--- src/common/fsp_map.vh ---
// constants of the flash status polling controller
`ifndef FSP_MAP_VH
`define FSP_MAP_VH

// clock and bus timing
`define FSP_CLK_NS        10
`define FSP_T_ACC_NS      70
`define FSP_T_WP_NS       35
`define FSP_ACC_CYC       ((`FSP_T_ACC_NS + `FSP_CLK_NS - 1) / `FSP_CLK_NS)
`define FSP_WP_CYC        ((`FSP_T_WP_NS + `FSP_CLK_NS - 1) / `FSP_CLK_NS)
`define FSP_SYNC_CYC      2
`define FSP_RD_HOLD       (`FSP_ACC_CYC + `FSP_SYNC_CYC)

// status bit positions on the data bus
`define FSP_POLL_BIT      7
`define FSP_TOG_BIT       6
`define FSP_TMO_BIT       5
`define FSP_SEC_BIT       2

// polling methods
`define FSP_M_DATA        2'h0
`define FSP_M_TOG         2'h1
`define FSP_M_SEC         2'h2
`define FSP_M_RB          2'h3

// reset command and reset values
`define FSP_RESET_CMD     8'hf0
`define FSP_ADDR_W        20
`define FSP_ADDR_RST      20'h00000
`define FSP_DATA_RST      8'h00

`endif

--- src/fsp_cycle.v ---
// single asynchronous read or write cycle on the flash pins
`timescale 1ns/1ns
`default_nettype none
`include "fsp_map.vh"

module fsp_cycle
(
    // clock and reset
    input  wire                    mclk,
    input  wire                    rst_n,
    // cycle request
    input  wire                    req,
    input  wire                    wr,
    input  wire [`FSP_ADDR_W-1:0]  addr,
    input  wire [7:0]              wdata,
    output reg                     ack_q,
    output reg  [7:0]              rdata_q,
    output reg                     idle_q,
    // flash pins
    output reg  [`FSP_ADDR_W-1:0]  flash_addr_q,
    output reg                     flash_ce_n_q,
    output reg                     flash_oe_n_q,
    output reg                     flash_we_n_q,
    output reg  [7:0]              flash_dq_o_q,
    output reg                     flash_dq_oe_q,
    input  wire [7:0]              flash_dq_i
);

    localparam [1:0] C_IDLE = 2'h0;
    localparam [1:0] C_STRB = 2'h1;
    localparam [1:0] C_REC  = 2'h2;

    // strobe lengths as counter loads, cut to the counter width on purpose
    localparam [31:0] WP_LOAD_W = `FSP_WP_CYC - 1;
    localparam [31:0] RD_LOAD_W = `FSP_RD_HOLD - 1;
    localparam [3:0]  WP_LOAD   = WP_LOAD_W[3:0];
    localparam [3:0]  RD_LOAD   = RD_LOAD_W[3:0];

    reg [1:0] st_q;
    reg [3:0] cnt_q;
    reg       wr_q;
    reg [7:0] dq_s1_q;
    reg [7:0] dq_s2_q;

    // two-flop synchroniser on the data pins
    always @(posedge mclk or negedge rst_n)
    begin
        if (!rst_n)
        begin
            dq_s1_q <= 8'h00;
            dq_s2_q <= 8'h00;
        end
        else
        begin
            dq_s1_q <= flash_dq_i;
            dq_s2_q <= dq_s1_q;
        end
    end

    // strobe sequencer; one recovery cycle frames each read apart
    always @(posedge mclk or negedge rst_n)
    begin
        if (!rst_n)
        begin
            st_q          <= C_IDLE;
            cnt_q         <= 4'h0;
            wr_q          <= 1'b0;
            ack_q         <= 1'b0;
            idle_q        <= 1'b1;
            rdata_q       <= `FSP_DATA_RST;
            flash_addr_q  <= `FSP_ADDR_RST;
            flash_ce_n_q  <= 1'b1;
            flash_oe_n_q  <= 1'b1;
            flash_we_n_q  <= 1'b1;
            flash_dq_o_q  <= `FSP_DATA_RST;
            flash_dq_oe_q <= 1'b0;
        end
        else
        begin
            ack_q <= 1'b0;
            case (st_q)
                C_IDLE:
                begin
                    if (req)
                    begin
                        st_q          <= C_STRB;
                        idle_q        <= 1'b0;
                        wr_q          <= wr;
                        flash_addr_q  <= addr;
                        flash_ce_n_q  <= 1'b0;
                        flash_oe_n_q  <= wr;
                        flash_we_n_q  <= ~wr;
                        flash_dq_o_q  <= wdata;
                        flash_dq_oe_q <= wr;
                        cnt_q         <= wr ? WP_LOAD : RD_LOAD;
                    end
                end
                C_STRB:
                begin
                    if (cnt_q == 4'h0)
                    begin
                        st_q         <= C_REC;
                        flash_ce_n_q <= 1'b1;
                        flash_oe_n_q <= 1'b1;
                        flash_we_n_q <= 1'b1;
                        if (!wr_q)
                            rdata_q <= dq_s2_q;  // data seen at least access time after strobe
                    end
                    else
                        cnt_q <= cnt_q - 4'h1;
                end
                C_REC:
                begin
                    st_q          <= C_IDLE;
                    flash_dq_oe_q <= 1'b0;  // data held one cycle past write strobe
                    ack_q         <= 1'b1;
                    idle_q        <= 1'b1;
                end
                default:
                    st_q <= C_IDLE;
            endcase
        end
    end

endmodule
`default_nettype wire

--- src/fsp_poll_ctrl.v ---
// host-side controller that polls embedded program/erase status of a nor flash
//
// Contract
// device inverts poll bit while programming
// poll at the address being programmed
// protected program target shows status briefly
// poll bit low during erase, high after
// sector erase polls inside an erasing sector
// all-protected erase shows status about 100us
// protected sector address may give invalid status
// poll bit may settle before lower bits
// status valid after final write strobe rises
// ready/busy is an open-drain shared line
// ready/busy low while programming or erasing
// any-address toggle bit flips each read
// toggle runs in time-out, stops in suspend
// protected targets toggle briefly, then array
// toggle continues for program in suspend
// sector toggle flips in erase-selected sectors
// two reads, unchanged toggle means done
// timeout with toggling: retest, then reset command
// returning to polling restarts from first step
// reread poll bit after timeout flag seen
// chip erase polls any unprotected sector
// device raises timeout flag on failure
// status only from the busy bank
`timescale 1ns/1ns
`default_nettype none
`include "fsp_map.vh"

module fsp_poll_ctrl
(
    // clock and reset
    input  wire                    mclk,
    input  wire                    rst_n,
    // user orders
    input  wire                    start,
    input  wire [1:0]              method,
    input  wire                    is_erase,
    input  wire [`FSP_ADDR_W-1:0]  poll_addr,
    input  wire [7:0]              prog_data,
    input  wire                    abandon,
    // user results
    output reg                     busy_q,
    output reg                     done_q,
    output reg                     pass_q,
    output reg                     fail_q,
    output reg  [7:0]              last_status_q,
    output reg                     ready_q,
    // flash pins
    output wire [`FSP_ADDR_W-1:0]  flash_addr,
    output wire                    flash_ce_n,
    output wire                    flash_oe_n,
    output wire                    flash_we_n,
    output wire [7:0]              flash_dq_o,
    output wire                    flash_dq_oe,
    input  wire [7:0]              flash_dq_i,
    input  wire                    ready_busy_n
);

    localparam [2:0] S_IDLE = 3'h0;
    localparam [2:0] S_READ = 3'h1;
    localparam [2:0] S_WAIT = 3'h2;
    localparam [2:0] S_EVAL = 3'h3;
    localparam [2:0] S_RST  = 3'h4;
    localparam [2:0] S_RSTW = 3'h5;
    localparam [2:0] S_RB   = 3'h6;

    reg [2:0]              st_q;
    reg [1:0]              method_q;
    reg [`FSP_ADDR_W-1:0]  addr_q;
    reg                    expect_q;
    reg                    have_prev_q;
    reg                    prev_q;
    reg                    tmo_seen_q;
    reg                    abandon_q;
    reg                    req_q;
    reg                    wr_q;
    reg                    rb_s1_q;
    reg                    rb_s2_q;
    wire                   cyc_ack;
    wire [7:0]             cyc_rdata;
    wire                   cyc_idle;
    wire                   cur_tog;

    // picks the toggle bit that the chosen method watches
    function tog_pick;
        input [1:0] m;
        input [7:0] d;
        begin
            tog_pick = (m == `FSP_M_SEC) ? d[`FSP_SEC_BIT] : d[`FSP_TOG_BIT];
        end
    endfunction

    assign cur_tog = tog_pick(method_q, cyc_rdata);

    // bus cycle engine on the flash pins
    fsp_cycle u_cycle
    (
        .mclk          (mclk),
        .rst_n         (rst_n),
        .req           (req_q),
        .wr            (wr_q),
        .addr          (addr_q),
        .wdata         (`FSP_RESET_CMD),
        .ack_q         (cyc_ack),
        .rdata_q       (cyc_rdata),
        .idle_q        (cyc_idle),
        .flash_addr_q  (flash_addr),
        .flash_ce_n_q  (flash_ce_n),
        .flash_oe_n_q  (flash_oe_n),
        .flash_we_n_q  (flash_we_n),
        .flash_dq_o_q  (flash_dq_o),
        .flash_dq_oe_q (flash_dq_oe),
        .flash_dq_i    (flash_dq_i)
    );

    // open-drain ready/busy line is sampled through two flops
    always @(posedge mclk or negedge rst_n)
    begin
        if (!rst_n)
        begin
            rb_s1_q <= 1'b1;
            rb_s2_q <= 1'b1;
            ready_q <= 1'b1;
        end
        else
        begin
            rb_s1_q <= ready_busy_n;
            rb_s2_q <= rb_s1_q;
            ready_q <= rb_s2_q;
        end
    end

    // polling sequencer
    always @(posedge mclk or negedge rst_n)
    begin
        if (!rst_n)
        begin
            st_q          <= S_IDLE;
            method_q      <= `FSP_M_DATA;
            addr_q        <= `FSP_ADDR_RST;
            expect_q      <= 1'b0;
            have_prev_q   <= 1'b0;
            prev_q        <= 1'b0;
            tmo_seen_q    <= 1'b0;
            abandon_q     <= 1'b0;
            req_q         <= 1'b0;
            wr_q          <= 1'b0;
            busy_q        <= 1'b0;
            done_q        <= 1'b0;
            pass_q        <= 1'b0;
            fail_q        <= 1'b0;
            last_status_q <= `FSP_DATA_RST;
        end
        else
        begin
            req_q  <= 1'b0;
            done_q <= 1'b0;
            if (abandon && busy_q)
                abandon_q <= 1'b1;
            case (st_q)
                S_IDLE:
                begin
                    abandon_q <= 1'b0;
                    if (start && cyc_idle)
                    begin
                        // every start begins the procedure afresh
                        have_prev_q <= 1'b0;
                        tmo_seen_q  <= 1'b0;
                        // caller gives the valid poll address
                        addr_q      <= poll_addr;
                        method_q    <= method;
                        // erase completes with the poll bit high
                        expect_q    <= is_erase ? 1'b1 : prog_data[`FSP_POLL_BIT];
                        busy_q      <= 1'b1;
                        pass_q      <= 1'b0;
                        fail_q      <= 1'b0;
                        st_q        <= (method == `FSP_M_RB) ? S_RB : S_READ;
                    end
                end
                S_READ:
                begin
                    req_q <= 1'b1;
                    wr_q  <= 1'b0;
                    st_q  <= S_WAIT;
                end
                S_WAIT:
                begin
                    if (cyc_ack)
                    begin
                        last_status_q <= cyc_rdata;
                        st_q          <= abandon_q ? S_IDLE : S_EVAL;
                        if (abandon_q)
                            busy_q <= 1'b0;
                    end
                end
                S_EVAL:
                begin
                    st_q <= S_READ;
                    if (method_q == `FSP_M_DATA)
                    begin
                        // true bit 7 seen means programming done
                        if (cyc_rdata[`FSP_POLL_BIT] == expect_q)
                        begin
                            pass_q <= 1'b1;
                            done_q <= 1'b1;
                            busy_q <= 1'b0;
                            st_q   <= S_IDLE;
                        end
                        // one more poll read after the timeout flag
                        else if (tmo_seen_q)
                            st_q <= S_RST;
                        else if (cyc_rdata[`FSP_TMO_BIT])
                            tmo_seen_q <= 1'b1;
                    end
                    else
                    begin
                        prev_q      <= cur_tog;
                        have_prev_q <= 1'b1;
                        // unchanged toggle between two reads means done
                        if (have_prev_q && (cur_tog == prev_q))
                        begin
                            pass_q <= 1'b1;
                            done_q <= 1'b1;
                            busy_q <= 1'b0;
                            st_q   <= S_IDLE;
                        end
                        // still toggling after timeout seen fails
                        else if (have_prev_q && tmo_seen_q)
                            st_q <= S_RST;
                        else if (have_prev_q && cyc_rdata[`FSP_TMO_BIT])
                            tmo_seen_q <= 1'b1;
                    end
                end
                S_RST:
                begin
                    // failed operation needs the reset command
                    req_q <= 1'b1;
                    wr_q  <= 1'b1;
                    st_q  <= S_RSTW;
                end
                S_RSTW:
                begin
                    if (cyc_ack)
                    begin
                        fail_q <= 1'b1;
                        done_q <= 1'b1;
                        busy_q <= 1'b0;
                        st_q   <= S_IDLE;
                    end
                end
                S_RB:
                begin
                    // wait for the shared line to be released
                    if (rb_s2_q || abandon_q)
                    begin
                        pass_q <= ~abandon_q;
                        done_q <= ~abandon_q;
                        busy_q <= 1'b0;
                        st_q   <= S_IDLE;
                    end
                end
                default:
                    st_q <= S_IDLE;
            endcase
        end
    end

endmodule
`default_nettype wire

--- config.mk ---
export PLATFORM = sky130hd
export DESIGN_NAME = fsp_poll_ctrl
export DESIGN_NICKNAME = d
export VERILOG_FILES = /design/src/fsp_cycle.v /design/src/fsp_poll_ctrl.v
export VERILOG_INCLUDE_DIRS = /design/src /design/src/common
export SDC_FILE = /design/constraint.sdc
export NUM_CORES = 1
export LEC_CHECK = 0
export ABC_AREA = 1
export ABC_CLOCK_PERIOD_IN_PS = 1370
export BUFFER_PORTS_ARGS = -buffer_cell sky130_fd_sc_hd__buf_2
export CAP_MARGIN = 40
export CORE_MARGIN = 2
export CORE_UTILIZATION = 40
export DETAILED_ROUTE_END_ITERATION = 16
export PLACE_DENSITY = 0.71
export SLEW_MARGIN = 40
export SYNTH_ARGS = -nofsm -noshare
export SYNTH_HDL_FRONTEND = slang
export SYNTH_SLANG_ARGS = --single-unit
export TNS_END_PERCENT = 30
--- constraint.sdc ---
create_clock -name mclk -period 1.37 [get_ports mclk]
set_input_delay 0.0685 -clock mclk [delete_from_list [all_inputs] [get_ports mclk]]
set_output_delay 0.0685 -clock mclk [all_outputs]
set_load 0.02 [all_outputs]
==> impl_metrics.py <==
metrics = {
    "final_layout": {
        "drive_gt1_share_pct": 35.49,
        "nets": 626,
        "fin_area_um2": 5846,
        "final_cell_mix": "nand2_1, dfrtp_1, buf_2, dlygate4sd3_1, inv_1",
        "diodes": 0,
        "utilization_pct": 57.14,
        "layout_commonest_cell": "nand2_1",
        "areaGrowthSynthToFinish_pct": 39.63,
    },
    "route": {
        "dr_total_vias": 3328,
        "drtIter0Drc": 185,
        "drt.antenna.violating_nets": 0,
        "drcViolationCount": 0,
        "vias_per_cell": 4.609,
        "drt_first_pass_iters": 4,
        "wl_mm": 9.446,
        "wl_per_cell_um": 13.08,
    },
    "critical_path": {
        "criticalPathCategory": "register to register",
        "max_stage_delay_ns": 0.43,
        "worstSetupStartpointType": "register",
        "cp.arrival_ns": 1.71,
        "required_ns": 1.67,
        "crit_chain": "inv_2 -> nand2_4 -> a21oi_4 -> nor2_4 -> buf_12 -> nand2_8 -> nor2_2 -> a21oi_1",
        "critPathSlowestCell": "dfrtp_1",
        "r2r_start": "u_cycle.st_q[1]",
        "cp-end-kind": "register",
        "cp-startpoint": "u_cycle.st_q[1]",
        "cp_max_fo": 8,
    },
    "cts": {
        "path_clk_slew_ns": 0.10,
        "clkLatencyLatePin_ns": 0.36,
        "cts_tree": "yes",
        "h-tree-depth": 3,
        "clock_path_buffers": 2,
        "cts_sinks": 105,
        "root_buffer": "clkbuf_8",
        "cts_buffers": 9,
    },
    "worst_hold_path": {
        "hp-class": "input port to asynchronous set/reset pin",
    },
    "timing": {
        "max_freq_mhz": 707.8,
        "setup_viol": 8,
        "finalHoldViolations": 0,
        "period_share_pct": 103.1,
        "fin_ws_ns": -0.04281,
        "fin_worst_skew_ns": 0.008060,
        "rsz0062_at_grt": "true",
        "setup_tns_ns": -0.2502,
        "drv_slew": 0,
        "fin_crit_ns": 1.413,
    },
    "logic_synthesis": {
        "syn_inst": 440,
        "netlist_area_um2": 4187,
        "synth.yosys.warnings": 0,
        "ys_ff_latch": 105,
        "synth_area_per_cell_um2": 9.515,
        "yosysUniqueCellTypes": 34,
        "seq_area_frac_synth_pct": 62.97,
    },
    "power_and_ir_drop": {
        "power_density_nw_per_um2": 2192,
        "p_leak_nw": 2.901,
        "fin_total_pwr_mw": 12.81,
        "irDropWorstVdd_mv": 0.7910,
    },
    "place": {
        "placed_cell_area_um2": 4815,
        "gp_congestion": 0.9347,
        "port_buffers": 77,
        "hpwl_mm": 5.795,
    },
    "grt": {
        "first_global_vias": 3211,
        "antenna_found_initial": 0,
        "grt_max_degree": 34,
        "overflow": 0,
        "grt_pass1_wl_mm": 14.55,
        "grt_usage_pct": 16.13,
    },
    "floorplan": {
        "die-area_um2": 11300,
        "die_w_um": 106.3,
        "core_area_um2": 10230,
        "pin_count": 89,
        "rows": 37,
        "fp.dieH_um": 106.3,
        "start_util_pct": 40.92,
    },
    "flow_run": {
        "drv_cap": 0,
    },
    "run_status": {
        "status": "complete, but fails checks",
        "violations": "negative setup slack",
    },
}
[layout make-up]
| cell class | count | area (um^2) |
|---|---|---|
| clock inverter | 5 | 62.56 |
| multi-input combinational | 276 | 1535 |
| inverter | 46 | 195.2 |
| tap | 136 | 170.2 |
| sequential | 105 | 2640 |
| timing repair buffer | 143 | 1101 |
| clock buffer | 11 | 141.4 |
| fill | 861 | 4385 |
[critical path: cells and delay by family, from the launching register on]
family	cells	cell delay (ns)
flip-flops	1	0.43
AND/OR/NAND/NOR	4	0.34
AO/OA/AOI/OAI	2	0.31
buffers and inverters	2	0.25
[per-layer routing]
layer  wire length, um  up-vias  global-route usage, %  share of wire [%]
li1                  -     1651                      -                  -
met1              4228     1587                  20.97                 45
met2              4737       81                  26.42                 50
met3               358        9                  3.801                3.8
met4               121        0                  5.827                1.3
met5                 0        -                      0                  0
[repair_timing]
item,in CTS,in global routing
setup endpoints to repair,38,54
gates resized for setup,4,75
hold buffers,35,0
cloned,0,4
buffers inserted,1,12
hold endpoints to repair,131,0
pin swaps,2,25
[metrics by stage]
stage,hold slack (ns),setup slack [ns],instances
after detailed placement,0.01817,-0.04490,654
final,0.1544,-0.04281,722
after CTS,0.1579,-0.01040,706
after floorplan,-0.2271,0.04277,443
after global routing,0.1793,-0.1101,722
after global placement,0.01635,0.01085,654
[where the power goes]
group / total, mW / leakage [nW] / switching [mW] / internal (mW)
clock network: 1.97 / 0.0962 / 1.06 / 0.906
logic: 5.79 / 1.54 / 3.48 / 2.31
registers: 5.05 / 1.27 / 0.733 / 4.32
[cell families (layout without fill, tap and decap cells)]
kind of cell / count (synthesis) / after routing / share of synthesized area, %
buf+inv: 63 / 205 / 6.904
simple gates: 206 / 207 / 20.86
compound gates: 62 / 62 / 8.458
flops: 105 / 105 / 62.97
fa+ha+maj: 1 / 1 / 0.2988
xor+xnor: 2 / 2 / 0.4185
other cells: 1 / 4 / 0.08957
[path summary, 6_finish.rpt]
check | endpoint | slack (ns) | cells after the start
min in group mclk | method_q[1] | 0.25 | 6
max in group asynchronous | u_cycle.flash_ce_n_q | 0.66 | 3
worst max-delay path | u_cycle.rdata_q[5] | -0.04 | 8
worst max register to register | u_cycle.rdata_q[5] | -0.04 | 8
worst min-delay path | addr_q[9] | 0.15 | 2
worst min register to register | u_cycle.dq_s2_q[1] | 0.35 | 0
[state kept, by name, indices dropped and copies added, names as in the netlist, 2 cells and up]
name,flops
addr_q,20
u_cycle.flash_addr_q,20
last_status_q,8
u_cycle.dq_s1_q,8
u_cycle.dq_s2_q,8
u_cycle.rdata_q,8
u_cycle.cnt_q,4
st_q,3
method_q,2
u_cycle.st_q,2
[synthesized netlist by cell type (all sizes together)]
library cell	number	area, um^2
buf	17	116.4
xor2	1	8.760
o31ai	1	7.510
dfrtp	98	2452
nand2	148	583.1
o22ai	1	6.260
a21oi	18	120.1
xnor2	1	8.760
dfstp	7	183.9
ha	1	12.51
nor3	5	36.29
nand3	14	75.07
a22oi	2	15.01
o21ai	38	190.2
or2	4	25.03
o211ai	2	15.01
and2	1	6.260
nor2	32	135.1
nand4	2	12.51
inv	46	172.7
conb	1	3.750
Note: power is estimated with default switching activity, not from simulation.
